===== config.mk =====
export PLATFORM = sky130hd
export DESIGN_NAME = bslp_top
export DESIGN_NICKNAME = d
export VERILOG_FILES = /design/src/bslp_pkg.sv /design/src/bslp_top.sv /design/src/bslp_mode_decode.sv /design/src/bslp_section_map.sv
export VERILOG_INCLUDE_DIRS = /design/src
export SDC_FILE = /design/constraint.sdc
export NUM_CORES = 1
export LEC_CHECK = 0
export BUFFER_PORTS_ARGS = -buffer_cell sky130_fd_sc_hd__buf_2
export CAP_MARGIN = 15
export CELL_PAD_IN_SITES_DETAIL_PLACEMENT = 1
export CELL_PAD_IN_SITES_GLOBAL_PLACEMENT = 2
export CORE_UTILIZATION = 18
export CTS_CLUSTER_SIZE = 12
export DETAILED_ROUTE_END_ITERATION = 10
export PLACE_DENSITY_LB_ADDON = 0.25
export SLEW_MARGIN = 20
export SYNTH_ARGS = -nofsm -noshare
export SYNTH_HDL_FRONTEND = slang
export SYNTH_SLANG_ARGS = --single-unit

===== constraint.sdc =====
create_clock -name core_clk -period 3.3 [get_ports core_clk]
set_input_delay 0.825 -clock core_clk [delete_from_list [all_inputs] [get_ports core_clk]]
set_output_delay 0.825 -clock core_clk [all_outputs]
set_load 0.05 [all_outputs]

===== src/bslp_map.svh =====
/*
 * register layout, field positions, reset values and flash geometry
 * for the boot section lock protection block.
 * assumes it is included by bare name wherever these constants are used.
 */
`ifndef BSLP_MAP_SVH
`define BSLP_MAP_SVH

// lock byte fields
`define BSLP_LOCK_RESET      8'hff
`define BSLP_LOCK_USED_MASK  8'h3f
`define BSLP_LOCK_MEM_LO     0
`define BSLP_LOCK_MEM_HI     1
`define BSLP_LOCK_APP_LO     2
`define BSLP_LOCK_APP_HI     3
`define BSLP_LOCK_BOOT_LO    4
`define BSLP_LOCK_BOOT_HI    5

// high fuse byte fields
`define BSLP_FUSE_BOOTSZ_LO  1
`define BSLP_FUSE_BOOTSZ_HI  2
`define BSLP_BOOTSZ_RESET    2'h0

// boot start word addresses per size code
`define BSLP_BOOT_START_512  16'hfe00
`define BSLP_BOOT_START_1K   16'hfc00
`define BSLP_BOOT_START_2K   16'hf800
`define BSLP_BOOT_START_4K   16'hf000
`define BSLP_BOOT_PAGES_512  6'h04
`define BSLP_BOOT_PAGES_1K   6'h08
`define BSLP_BOOT_PAGES_2K   6'h10
`define BSLP_BOOT_PAGES_4K   6'h20

// fixed read-while-write limit
`define BSLP_BLOCKED_DURING_WRITE_AREA_START      16'hf000
`define BSLP_RWW_PAGES       9'h1e0
`define BSLP_BLOCKED_DURING_WRITE_AREA_PAGES      9'h020

// pointer fields
`define BSLP_PAGE_MSB        16
`define BSLP_PAGE_LSB        8
`define BSLP_WORD_MSB        7
`define BSLP_WORD_LSB        1
`define BSLP_BYTE_SEL        0

`endif


===== src/bslp_pkg.sv =====
/*
 * types for the boot section lock protection block.
 * assumes bslp_map.svh supplies the numeric constants.
 */
package bslp_pkg;

    // lock pair modes, binary codes
    typedef enum logic [1:0] {
        BSLP_MODE_1 = 2'b00,
        BSLP_MODE_2 = 2'b01,
        BSLP_MODE_3 = 2'b10,
        BSLP_MODE_4 = 2'b11
    } bslp_mode_e;

    // self-program command type
    typedef enum logic [1:0] {
        BSLP_CMD_FILL  = 2'b00,
        BSLP_CMD_ERASE = 2'b01,
        BSLP_CMD_WRITE = 2'b10,
        BSLP_CMD_RWWEN = 2'b11
    } bslp_cmd_e;

    // busy flag states
    typedef enum logic [1:0] {
        BSLP_ST_IDLE  = 2'b00,
        BSLP_ST_PROG  = 2'b01,
        BSLP_ST_DONE  = 2'b10
    } bslp_state_e;

endpackage


===== src/bslp_top.sv =====
/*
 * boot section lock protection: lock byte storage, boot size fuse use,
 * pointer decode, permission checks for self-program writes and program
 * memory reads, external programming gates, interrupt masking and the
 * readable area busy flag.
 * assumes the core presents one command or read request per cycle, all
 * on core_clk, and that the flash timing engine reports completion.
 */
//
// Functional notes
// - boot size fuses choose boot start, size
// - only upper 32 pages readable while programming
// - 16-bit counter, 128-word pages, word PC[6:0]
// - page number from pointer bits 16..8
// - word position from pointer bits 7..1
// - pointer bit 0 is byte select only
// - pointer bit 16 from extended page register
// - lock bits return to 1 by chip erase
// - lock byte layout, bits 7..6 unused
// - memory lock mode 1 no restriction
// - mode 2 blocks external programming, fuses
// - mode 3 also blocks external verification
// - app mode 1 allows writes and reads
// - app modes 2,3 block app writes
// - app mode 3 blocks boot reads of app
// - app mode 4 blocks reads, allows writes
// - interrupts off in app if vectors boot, app modes 3,4 only
// - busy flag holds until re-enable command
// - boot pair acts alike for boot section
// - boot size fuses at high fuse bits 2,1
`timescale 1ns/100ps
`include "bslp_map.svh"
module bslp_top
(
    input  wire logic                  core_clk,
    input  wire logic                  reset_n,
    input  wire logic [7:0]            fuseHigh,
    input  wire logic [15:0]           programCounter,
    input  wire logic [15:0]           zPointer,
    input  wire logic [7:0]            extended_page_reg,
    input  wire logic                  spmReq,
    input  wire bslp_pkg::bslp_cmd_e   spmCmd,
    input  wire logic                  eeprom_write_active,
    input  wire logic                  spmDone,
    input  wire logic                  lpmReq,
    input  wire logic                  lockWriteReq,
    input  wire logic [7:0]            lockWriteData,
    input  wire logic                  chipEraseReq,
    input  wire logic                  vectorsInBoot,
    input  wire logic                  extProgReq,
    input  wire logic                  extVerifyReq,
    input  wire logic                  extFuseReq,
    output logic [7:0]                 flash_lock_byte,
    output logic                       spmAllow,
    output logic                       spmStart,
    output logic                       lpmAllow,
    output logic                       lpmByteSel,
    output logic [8:0]                 page_select_field,
    output logic [6:0]                 word_select_field,
    output logic                       readable_area_busy,
    output logic                       readable_while_write_area,
    output logic                       blocked_during_write_area,
    output logic                       intMask,
    output logic                       extProgAllow,
    output logic                       extVerifyAllow,
    output logic                       extFuseAllow,
    output logic [15:0]                bootStartAddr,
    output logic [5:0]                 bootPageCount
);

    logic                   rstSync1_ff;
    logic                   rstSync2_ff;
    logic                   rstN;

    logic [7:0]             lock_ff;
    logic [7:0]             nxt_lock;
    logic [1:0]             bootSize_ff;
    logic [1:0]             nxt_bootSize;
    logic                   fuseLatched_ff;
    logic                   nxt_fuseLatched;

    bslp_pkg::bslp_state_e  state_ff;
    bslp_pkg::bslp_state_e  nxt_state;
    logic                   spmAllow_ff;
    logic                   nxt_spmAllow;
    logic                   lpmAllow_ff;
    logic                   nxt_lpmAllow;

    logic [16:0]            fullPtr;
    logic [15:0]            targetWord;

    bslp_pkg::bslp_mode_e   appMode;
    bslp_pkg::bslp_mode_e   bootMode;
    bslp_pkg::bslp_mode_e   memMode;

    logic                   pcInBoot;
    logic                   tgtInBoot;
    logic                   tgtInBlocked;

    logic                   pageCmd;
    logic                   writeOk;
    logic                   readOk;

    // reset release through two flops
    always_ff @(posedge core_clk or negedge reset_n)
    begin
        if (!reset_n)
        begin
            rstSync1_ff <= 1'b0;
            rstSync2_ff <= 1'b0;
        end
        else
        begin
            rstSync1_ff <= 1'b1;
            rstSync2_ff <= rstSync1_ff;
        end
    end
    assign rstN = rstSync2_ff;

    // full pointer with extended bit
    assign fullPtr    = {extended_page_reg[0], zPointer};
    assign targetWord = fullPtr[`BSLP_PAGE_MSB:`BSLP_WORD_LSB];

    // pointer field decode
    assign page_select_field = fullPtr[`BSLP_PAGE_MSB:`BSLP_PAGE_LSB];
    assign word_select_field = fullPtr[`BSLP_WORD_MSB:`BSLP_WORD_LSB];
    assign lpmByteSel        = fullPtr[`BSLP_BYTE_SEL];

    // lock pair modes
    bslp_mode_decode u_app_mode
    (
        .lockPair ({lock_ff[`BSLP_LOCK_APP_HI], lock_ff[`BSLP_LOCK_APP_LO]}),
        .mode     (appMode)
    );
    bslp_mode_decode u_boot_mode
    (
        .lockPair ({lock_ff[`BSLP_LOCK_BOOT_HI], lock_ff[`BSLP_LOCK_BOOT_LO]}),
        .mode     (bootMode)
    );
    bslp_mode_decode u_mem_mode
    (
        .lockPair ({lock_ff[`BSLP_LOCK_MEM_HI], lock_ff[`BSLP_LOCK_MEM_LO]}),
        .mode     (memMode)
    );

    // section of the executing instruction
    bslp_section_map u_pc_map
    (
        .bootSize  (bootSize_ff),
        .wordAddr  (programCounter),
        .bootStart (bootStartAddr),
        .bootPages (bootPageCount),
        .inBoot    (pcInBoot),
        .inBlocked ()
    );

    // section of the access target
    bslp_section_map u_tgt_map
    (
        .bootSize  (bootSize_ff),
        .wordAddr  (targetWord),
        .bootStart (),
        .bootPages (),
        .inBoot    (tgtInBoot),
        .inBlocked (tgtInBlocked)
    );

    // write permission per target section
    always_comb
    begin
        if (tgtInBoot)
            writeOk = (bootMode == bslp_pkg::BSLP_MODE_1) ||
                      (bootMode == bslp_pkg::BSLP_MODE_4);
        else
            writeOk = (appMode == bslp_pkg::BSLP_MODE_1) ||
                      (appMode == bslp_pkg::BSLP_MODE_4);
    end

    // read permission across sections, re-judged every access
    always_comb
    begin
        readOk = 1'b1;
        if (pcInBoot && !tgtInBoot)
            readOk = !((appMode == bslp_pkg::BSLP_MODE_3) ||
                       (appMode == bslp_pkg::BSLP_MODE_4));
        else if (!pcInBoot && tgtInBoot)
            readOk = !((bootMode == bslp_pkg::BSLP_MODE_3) ||
                       (bootMode == bslp_pkg::BSLP_MODE_4));
        if (readable_area_busy && !tgtInBlocked)
            readOk = 1'b0;
    end

    // area flags
    assign readable_while_write_area = !tgtInBlocked;
    assign blocked_during_write_area = tgtInBlocked;

    // interrupt masking while in the other section
    always_comb
    begin
        intMask = 1'b0;
        if (vectorsInBoot && !pcInBoot &&
            ((appMode == bslp_pkg::BSLP_MODE_3) || (appMode == bslp_pkg::BSLP_MODE_4)))
            intMask = 1'b1;
        if (!vectorsInBoot && pcInBoot &&
            ((bootMode == bslp_pkg::BSLP_MODE_3) || (bootMode == bslp_pkg::BSLP_MODE_4)))
            intMask = 1'b1;
    end

    // external programming gates
    assign extProgAllow   = extProgReq && (memMode == bslp_pkg::BSLP_MODE_1);
    assign extVerifyAllow = extVerifyReq && (memMode != bslp_pkg::BSLP_MODE_3);
    assign extFuseAllow   = extFuseReq && (memMode == bslp_pkg::BSLP_MODE_1);

    // command acceptance
    assign pageCmd  = (spmCmd == bslp_pkg::BSLP_CMD_ERASE) ||
                      (spmCmd == bslp_pkg::BSLP_CMD_WRITE);
    assign spmStart = spmReq && writeOk && !eeprom_write_active &&
                      (state_ff != bslp_pkg::BSLP_ST_PROG);

    // lock byte, fuse latch and permission registers
    always_comb
    begin
        nxt_lock        = lock_ff;
        nxt_bootSize    = bootSize_ff;
        nxt_fuseLatched = 1'b1;
        if (!fuseLatched_ff)
            nxt_bootSize = {fuseHigh[`BSLP_FUSE_BOOTSZ_HI],
                            fuseHigh[`BSLP_FUSE_BOOTSZ_LO]};
        if (chipEraseReq)
            nxt_lock = `BSLP_LOCK_RESET;
        else if (lockWriteReq)
            nxt_lock = lock_ff & (lockWriteData | ~`BSLP_LOCK_USED_MASK);
        nxt_spmAllow = spmReq && writeOk;
        nxt_lpmAllow = lpmReq && readOk;
    end

    always_ff @(posedge core_clk or negedge rstN)
    begin
        if (!rstN)
        begin
            lock_ff        <= `BSLP_LOCK_RESET;
            bootSize_ff    <= `BSLP_BOOTSZ_RESET;
            fuseLatched_ff <= 1'b0;
            spmAllow_ff    <= 1'b0;
            lpmAllow_ff    <= 1'b0;
        end
        else
        begin
            lock_ff        <= nxt_lock;
            bootSize_ff    <= nxt_bootSize;
            fuseLatched_ff <= nxt_fuseLatched;
            spmAllow_ff    <= nxt_spmAllow;
            lpmAllow_ff    <= nxt_lpmAllow;
        end
    end

    assign flash_lock_byte = lock_ff;
    assign spmAllow        = spmAllow_ff;
    assign lpmAllow        = lpmAllow_ff;

    // busy flag sequencing
    always_comb
    begin
        nxt_state = state_ff;
        case (state_ff)
            bslp_pkg::BSLP_ST_IDLE:
            begin
                if (spmStart && pageCmd)
                    nxt_state = bslp_pkg::BSLP_ST_PROG;
            end
            bslp_pkg::BSLP_ST_PROG:
            begin
                if (spmDone)
                    nxt_state = bslp_pkg::BSLP_ST_DONE;
            end
            bslp_pkg::BSLP_ST_DONE:
            begin
                if (spmStart && pageCmd)
                    nxt_state = bslp_pkg::BSLP_ST_PROG;
                else if (spmReq && (spmCmd == bslp_pkg::BSLP_CMD_RWWEN))
                    nxt_state = bslp_pkg::BSLP_ST_IDLE;
            end
            default:
                nxt_state = bslp_pkg::BSLP_ST_IDLE;
        endcase
    end

    // busy state register
    always_ff @(posedge core_clk or negedge rstN)
    begin
        if (!rstN)
            state_ff <= bslp_pkg::BSLP_ST_IDLE;
        else
            state_ff <= nxt_state;
    end

    assign readable_area_busy = (state_ff != bslp_pkg::BSLP_ST_IDLE);

endmodule


===== src/bslp_mode_decode.sv =====
/*
 * decodes one two-bit lock pair into its protection mode.
 * assumes bits are 1 when unprogrammed.
 */
`timescale 1ns/100ps
module bslp_mode_decode
(
    input  wire logic [1:0]         lockPair,
    output bslp_pkg::bslp_mode_e    mode
);

    // hi/lo pair to mode
    always_comb
    begin
        case (lockPair)
            2'b11:   mode = bslp_pkg::BSLP_MODE_1;
            2'b10:   mode = bslp_pkg::BSLP_MODE_2;
            2'b00:   mode = bslp_pkg::BSLP_MODE_3;
            default: mode = bslp_pkg::BSLP_MODE_4;
        endcase
    end

endmodule


===== src/bslp_section_map.sv =====
/*
 * maps boot size fuses to boot start and size, and classifies an address.
 * assumes addresses are 16-bit word addresses.
 */
`timescale 1ns/100ps
`include "bslp_map.svh"
module bslp_section_map
(
    input  wire logic [1:0]   bootSize,
    input  wire logic [15:0]  wordAddr,
    output logic [15:0]       bootStart,
    output logic [5:0]        bootPages,
    output logic              inBoot,
    output logic              inBlocked
);

    // size code to boundary, boot ends at top of flash
    always_comb
    begin
        case (bootSize)
            2'b11:
            begin
                bootStart = `BSLP_BOOT_START_512;
                bootPages = `BSLP_BOOT_PAGES_512;
            end
            2'b10:
            begin
                bootStart = `BSLP_BOOT_START_1K;
                bootPages = `BSLP_BOOT_PAGES_1K;
            end
            2'b01:
            begin
                bootStart = `BSLP_BOOT_START_2K;
                bootPages = `BSLP_BOOT_PAGES_2K;
            end
            default:
            begin
                bootStart = `BSLP_BOOT_START_4K;
                bootPages = `BSLP_BOOT_PAGES_4K;
            end
        endcase
    end

    // address classification
    assign inBoot    = (wordAddr >= bootStart);
    assign inBlocked = (wordAddr >= `BSLP_BLOCKED_DURING_WRITE_AREA_START);

endmodule


* After elaboration in Yosys (flattened, before gate mapping)
Index checks and enable logic that the tools add are counted.
** Storage, ports and cells
- RAM bits :: 0
- Bits in registers :: 17
- Bits of input ports :: 70
- Word-level logic and storage cells :: 91
- Bits in read-only memories :: 0
- Bits in latches :: 0
- Memories kept :: 0
** Operators by class
- Div/mod/pow operators :: 0
- Shift-type cells :: 0
- Multiply operators :: 0
- Magnitude comparators :: 3
- Muxes and demuxes :: 18
- Eq/ne operators :: 23
- Add/sub/neg operators :: 0
- Reductions and logical operators :: 38
- Bitwise gates (word level) :: 1
** Operator list (number)
- case mux 12 bit (3 select lines) :: 1
- >= comparator 16 bit :: 2
- equality test 2 bit (second input constant) :: 15
- case mux 2 bit (3 select lines) :: 4
- case mux 6 bit (3 select lines) :: 1
- >= comparator 16 bit (second input constant) :: 1
- logical AND 1 bit :: 16
- two-way mux 8 bit :: 2
- logical NOT 2 bit :: 7
- AND 8 bit :: 1
- two-way mux 2 bit :: 4
- logical NOT 1 bit :: 7
- equality test 2 x 1 -> 1 bit (second input constant) :: 3
- two-way mux 1 bit :: 6
- != test 2 bit (second input constant) :: 3
- logical OR 1 bit :: 5
- nonzero test 2 bit :: 2
- != test 3 bit (second input constant) :: 1
- AND reduction 3 bit :: 1
- != test 2 x 1 -> 1 bit (second input constant) :: 1

* Depth between registers and ports, before layout
Gate-level depths: netlist of the first run.
- Word-level depth :: 11
- Depth in mapped cells :: 8
- Mapped depth without buffers :: 8

* By module
From an unflattened synthesis of the first run, not the netlist that was laid out.
** Second synthesis, totals
- Cell total of the unflattened synthesis :: 173
- Area total of the unflattened synthesis :: 1584.0 um^2
** Modules (own cells, without submodules)
- bslp_top :: cells an instance 82, sequential area each 409.1 um^2, area each 909.6 um^2, instances 1
- bslp_section_map :: cells an instance 38, sequential area each 0.0 um^2, area each 279.0 um^2, instances 2
- bslp_mode_decode :: cells an instance 5, sequential area each 0.0 um^2, area each 38.8 um^2, instances 3

* Worst setup path after synthesis of the first run
Ideal clock, no wire load.
- Path kind :: input -> output
- Start :: in extended_page_reg[0]
- End :: out spmStart
- Data arrival time :: 3040 ps
- Cell stages on the path :: 5
- Path buffers :: 0
- Setup slack :: -565 ps
- Cells stage by stage :: nand4_1 inv_1 o21ai_2 mux2i_2 nor3b_2
** On the way
- Cells in the longest elaborated chain, start to end :: 5
** Ends and longest elaborated chain
- start, declared :: line bslp_top.sv:40 : input wire logic [7:0] extended_page_reg,
- >= comparator 16 bit :: line bslp_section_map.sv:45 : assign inBoot = (wordAddr >= bootStart);
- two-way mux 1 bit :: line bslp_top.sv:171 : if (tgtInBoot)
- logical AND 1 bit
- net nxt_spmAllow :: line bslp_top.sv:85 : logic nxt_spmAllow;
- logical AND 1 bit (2 in series) :: line bslp_top.sv:217 : assign spmStart = spmReq && writeOk && !eeprom_write_active &&
- end, declared :: line bslp_top.sv:55 : output logic spmStart,
The timed path passes the listed nets, and every way through them passes these cells.

* Worst setup path after layout of the first run
- Start :: in zPointer[10]
- End :: out spmStart
** On the way
- Cells in the longest elaborated chain, start to end :: 5
** Ends and longest elaborated chain
- start, declared :: line bslp_top.sv:39 : input wire logic [15:0] zPointer,
- >= comparator 16 bit :: line bslp_section_map.sv:45
- two-way mux 1 bit :: line bslp_top.sv:171
- logical AND 1 bit
- net nxt_spmAllow :: line bslp_top.sv:85
- logical AND 1 bit (2 in series) :: line bslp_top.sv:217
The timed path passes the listed nets, and every way through them passes these cells.

==> impl_metrics.toml, run 1 <==
[yosys]
synth_edf_count = 0
ys_top_cells_by_count = "buf_4, ha_1, inv_1, dfrtp_1, nand2_1"
synth-async-reset-ratio_pct = 100.0
yosysMostFrequentCell = "buf_4"
ys_top_cells_by_area = "buf_4, dfrtp_1, dfstp_2"
synthCells = 138
synth_cell_types = 35
ys_warn_count = 0
synth_largest_area_cell = "buf_4"
synth-seq-cells = 16
yosysSeqAreaShare_pct = 31.84
synth_ff_type = "dfrtp_1"
avgSynthCellArea_um2 = 9.311
netlist.area_leader.share_pct = 19.86
syn_area_um2 = 1285

[pwr]
internal_power_mw = 0.4190
seq_power_share_pct = 30.9
ir_drop_uv = 130.6
pwr-share-clk_pct = 19.9
leakage_nw = 0.9775
swShare_pct = 45.13
power_switching_mw = 0.3446
p_per_area_nw_per_um2 = 405.7
p_comb_share_pct = 49.2

[sta]
rsz0062_at_grt = "true"
tightest_slew_ns = 0.6050
slew_violations = 0
skew_ns = 0.002133
finalCritPeriodShare_pct = 96.49
fin_crit_ns = 3.184
finalHoldViolCount = 0
hold_ws_ns = 0.2511
setup_viol = 0
relSlewSlack_pct = 59.67
timing.fmax_ghz = 0.3141
timing.setup.tns_ns = 0

[grt]
grt_first_pass_wirelength_um = 5237
grt-ovfl-total = 0
grt_pass1_vias = 1176
grt_max_degree = 15
grt_use_total_pct = 8.937
antenna_found_initial = 0

[clock_tree]
cts_tree = "done"
clk_latency_ns = 0.25
h-tree-depth = 1
root_buffer = "clkbuf_8"
clkTransAtPathRegs_ns = 0.06
cts_buffers = 3
clkSinkCount = 16
clockBufferDepth = 2

[floorplan]
die_area_um2 = 7481
io_pins = 127
initial_core_util_pct = 18.81
die_x_um = 86.49
die_height_um = 86.49
rows = 30
core_region_area_um2 = 6832

[hold_path]
hold_path.class = "reg -> async"

[placement]
gp_congestion = 0.6680
dp_hpwl_um = 2920
portBuffers = 94

[setup_path]
cp-start-kind = "input port"
crit_type = "in -> out"
worstRegToRegCells = 10
worstPathArrival_ns = 2.36
end_kind = "output port"
cp_max_fo = 2
worstPathRequired_ns = 2.47

[layout]
nNetsFinal = 305
drive_gt1_share_pct = 60.54
nFillCells = 859
area_growth_pct = 46.45
antennaDiodeCount = 0

[run_status]
status = "completed"

[routing]
wirelength_um = 3388
drc = 0
drt_pass1_iterations = 2
ant_nets = 0
wl_per_cell_um = 10.62
drt_iter0_drc = 34
via_count = 1208
viasPerCell = 3.787

[flow_run]
cap_violations = 0
what timing repair did:
item	CTS	global route
buffers inserted	2	1
gates resized for setup	5	12
hold buffers	0	0
pin swaps	1	6
endpoints found under the setup margin	2	2
sequential cells by signal, indices dropped and copies added, names as in the netlist:
register,flops
bootSize_ff,2
flash_lock_byte,7
fuseLatched_ff,1
lpmAllow,1
rstN,1
rstSync1_ff,1
spmAllow,1
state_ff,2
critical path, stage by stage:
cell	delay [ns]
buf_2	0.11
inv_1	0.08
ha_4	0.20
nor4b_2	0.15
and3_4	0.18
o21ai_4	0.15
mux2i_2	0.26
nor3b_4	0.22
buf_6	0.18
final cells by class:
| cell class | instances | area, um^2 | share of cell area [%] |
|---|---|---|---|
| flip-flops and latches | 16 | 409.1 | 21.74 |
| repair buffers | 101 | 531.8 | 28.26 |
| clock buffers | 4 | 45.04 | 2.394 |
| multi-input cells | 92 | 730.7 | 38.83 |
| well taps | 96 | 120.1 | 6.383 |
| inverters | 10 | 45.04 | 2.394 |
cells in the final DEF (no fill, tap or decap), types with 2 or more instances in the layout:
cell,n
clkinvlp_4,2
buf_4,8
ha_4,2
nand2_1,8
dfrtp_1,9
nor4b_2,2
buf_2,92
or2_2,3
o21ai_2,2
a21o_1,6
clkbuf_8,3
nor2_1,7
nand4_1,2
ha_1,9
nand2b_1,6
o21a_1,2
nor2b_1,2
conb_1,17
dfstp_2,7
mux2_2,2
inv_1,8
and3_1,2
layer usage:
| metal | share of wire [%] | global-route usage (%) |
|---|---|---|
| met1 | 41 | 10.54 |
| met2 | 48 | 15.22 |
| met3 | 9.7 | 2.571 |
| met4 | 1.1 | 3.636 |
| met5 | 0 | 0 |
through the flow:
stage | setup slack (ns) | std cells | cell area (um^2) | utilization (%) | power (mW)
floorplan | -0.3450 | 153 | 1371 | - | 0.5291
global placement | -0.09371 | 312 | 1733 | 25.37 | 0.5947
detailed placement | -0.1124 | 312 | 1733 | 25.37 | 0.5960
CTS | -0.01187 | 318 | 1814 | 26.56 | 0.7649
global route | -0.02537 | 319 | 1882 | 27.55 | 0.8138
finish | 0.1158 | 319 | 1882 | 27.55 | 0.7635
power groups by stage:
stage          clock network, mW  registers (mW)  logic, mW
2_1_floorplan                  0           0.269      0.260
3_3_place_gp                   0           0.239      0.355
3_5_place_dp                   0           0.240      0.356
4_1_cts                    0.162           0.236      0.366
5_1_grt                    0.173           0.240      0.401
6_report                   0.152           0.236      0.375
cell families (layout without fill, tap and decap cells):
logic type               count (synthesis)  count (layout)  synth area share, %
other                                    2              17               0.5844
adder cells (fa/ha/maj)                 11              11                10.71
XOR/XNOR                                 2               2                1.363
AND/OR/NAND/NOR                         41              41                19.08
multiplexers                             3               3                2.823
buffers and inverters                   45             115                23.08
AO/OA/AOI/OAI                           18              18                10.52
flip-flops                              16              16                31.84
worst paths after layout:
path / endpoint / slack [ns] / from
setup reg to reg: state_ff[0]$_DFFE_PN0P_ / 1.11 / bootSize_ff[1]$_DFFE_PN0N_
setup / recovery: spmStart / 0.12 / zPointer[10]
hold / removal: fuseLatched_ff$_DFF_PN0_ / 0.25 / rstN$_DFF_PN0_
min in group core_clk: rstN$_DFF_PN0_ / 0.35 / rstSync1_ff$_DFF_PN0_
max in group asynchronous: spmAllow$_DFF_PN0_ / 2.66 / rstN$_DFF_PN0_
hold reg to reg: fuseLatched_ff$_DFF_PN0_ / 0.25 / rstN$_DFF_PN0_
Power figures use the tool's default switching activity.
==> inputs of run 2 (changes only) <==
--- a/config.mk
+++ b/config.mk
@@ -10,11 +10,12 @@
 export CAP_MARGIN = 15
 export CELL_PAD_IN_SITES_DETAIL_PLACEMENT = 1
 export CELL_PAD_IN_SITES_GLOBAL_PLACEMENT = 2
-export CORE_UTILIZATION = 18
+export CORE_UTILIZATION = 20
 export CTS_CLUSTER_SIZE = 12
 export DETAILED_ROUTE_END_ITERATION = 10
 export PLACE_DENSITY_LB_ADDON = 0.25
-export SLEW_MARGIN = 20
+export SLEW_MARGIN = 25
 export SYNTH_ARGS = -nofsm -noshare
 export SYNTH_HDL_FRONTEND = slang
+export SYNTH_HIERARCHICAL = 1
 export SYNTH_SLANG_ARGS = --single-unit
==> run 2 against run 1 <==
Power is 4.8% higher. Worst hold slack worse by 0.0047 ns. Flip-flop and latch count unchanged. Area after synthesis increased by 12%. Global-route usage is essentially flat. Die area up 1.0%. Register-to-register slack got worse by 0.11 ns. Critical path type unchanged. Largest power group unchanged.
==> impl_metrics.toml, run 2 <==
[layout]
nNetsFinal = 322
antennaDiodeCount = 0
final_cell_mix = "buf_2, conb_1, inv_1, ha_1, dfrtp_1"
layout_commonest_cell = "buf_2"
largest_register_ffs = 7
multiInputGateArea_um2 = 822.0
nFillCells = 829
drive_gt1_share_pct = 55.98
seqCellArea_um2 = 409.1
instances_no_fill = 330
area_growth_pct = 39.81

[routing]
ant_nets = 0
via_count = 1249
drt_iter0_drc = 6
wl_per_cell_um = 10.54
drc = 0
wirelength_um = 3479
viasPerCell = 3.785
drt_pass1_iterations = 3

[sta]
hold_ws_ns = 0.2465
timing.fmax_ghz = 0.3042
fin_crit_ns = 3.287
tightest_slew_ns = 0.5962
slew_violations = 0
finalCritPeriodShare_pct = 99.61
relSlewSlack_pct = 60.25
finalHoldViolCount = 0
setup_slack_ns = 0.01277
rsz0062_at_grt = "true"
skew_ns = 0.001813
setup_viol = 0

[clock_tree]
clkTransAtPathRegs_ns = 0.06
clkSinkCount = 16
clk_latency_ns = 0.24
cts_tree = "done"
clockBufferDepth = 2
root_buffer = "clkbuf_8"
h-tree-depth = 1
cts_buffers = 3

[setup_path]
cp-start-kind = "input port"
worstPathRequired_ns = 2.47
end_kind = "output port"
crit_type = "in -> out"
critPathSlowestCell = "mux2_4"
cp_max_fo = 2
crit_top_cell = "buf_6"
worstPathArrival_ns = 2.46
crit_chain = "buf_6 > ha_4 > nor4b_4 > and3_1 > o21a_1 > mux2_4 > and2_4 > nor3b_4 > buf_6"
slowest_delay_ns = 0.32

[pwr]
leakage_nw = 1.092
pwr-share-clk_pct = 21.4
p_comb_share_pct = 49.2
swShare_pct = 43.50
power_switching_mw = 0.3479
internal_power_mw = 0.4519
seq_power_share_pct = 29.4
p_per_area_nw_per_um2 = 396.5
finalPower_mw = 0.7998
ir_drop_uv = 256.5

[floorplan]
initial_core_util_pct = 21.00
io_pins = 127
rows = 30
die_area_um2 = 7557
die_height_um = 86.93
core_region_area_um2 = 6869
die_x_um = 86.93

[yosys]
synthCells = 152
ys_warn_count = 6
syn_area_um2 = 1443
avgSynthCellArea_um2 = 9.491

[grt]
grt_first_pass_wirelength_um = 5368
grt_pass1_vias = 1233
grt_use_total_pct = 8.983
grt_max_degree = 15
antenna_found_initial = 0
grt-ovfl-total = 0

[flow_run]
cap_violations = 0

[placement]
portBuffers = 94
pre_cts_ws_ns = -0.2072
dp_cells = 324
gp_congestion = 0.6213
dp_hpwl_um = 3132

[hold_path]
hold_path.class = "reg -> async"

[run_status]
status = "completed"
==> run 2: final cells by class <==
type / instances / share of cell area [%]
inverters: 18 / 3.536
repair buffers: 99 / 26.74
multi-input cells: 97 / 40.76
well taps: 96 / 5.955
clock buffers: 4 / 2.730
flip-flops and latches: 16 / 20.29
==> run 2: critical path, delay by kind of cell <==
kind / cells / cell delay, ns
AO/OA/AOI/OAI: 1 / 0.17
AND/OR/NAND/NOR: 4 / 0.62
adder cells (fa/ha/maj): 1 / 0.26
buffers and inverters: 2 / 0.26
multiplexers: 1 / 0.32
==> run 2: metrics by stage <==
stage	TNS (ns)	util, %	area, um^2
CTS	-0.03531	29.13	2001
detailed placement	-0.2072	27.16	1866
global route	-0.08698	29.36	2017
floorplan	-0.02849	-	1511
global placement	-0.1882	27.16	1866
finish	0	29.36	2017
==> run 2: timing repair <==
item,in CTS,in global routing
hold buffers,0,0
cloned,0,0
setup endpoints to repair,2,2
gates resized for setup,13,3
setup buffers,2,0
pin swaps,7,4
==> run 2: power groups by stage <==
stage               clock network (mW)  logic [mW]  registers (mW)
floorplan                            0       0.277           0.270
global placement                     0       0.376           0.239
detailed placement                   0       0.377           0.240
CTS                              0.183       0.397           0.236
global route                     0.187       0.424           0.240
finish                           0.171       0.394           0.235
==> run 2: final timing paths <==
check                                           start                  endpoint  slack [ns]  cells past startpoint
setup / recovery                         zPointer[11]                  spmStart        0.01                      9
hold / removal                         rstN$_DFF_PN0_  fuseLatched_ff$_DFF_PN0_        0.25                      0
setup reg to reg           bootSize_ff[1]$_DFFE_PN0N_        lpmAllow$_DFF_PN0_        1.00                      9
hold reg to reg                        rstN$_DFF_PN0_  fuseLatched_ff$_DFF_PN0_        0.25                      0
max in group asynchronous              rstN$_DFF_PN0_   state_ff[1]$_DFFE_PN0P_        2.67                      0
min in group core_clk           rstSync1_ff$_DFF_PN0_            rstN$_DFF_PN0_        0.35                      0
==> run 2: per-layer routing <==
| layer | global-route usage [%] | up-vias | part of all wire (%) | wire (um) |
|---|---|---|---|---|
| met2 | 16.68 | 70 | 51 | 1757 |
| met1 | 10.75 | 568 | 40 | 1403 |
| met3 | 2.749 | 0 | 9.1 | 318 |
| met5 | 0 | - | 0 | 0 |
| met4 | 0 | 0 | 0 | 0 |
| li1 | - | 611 | - | - |
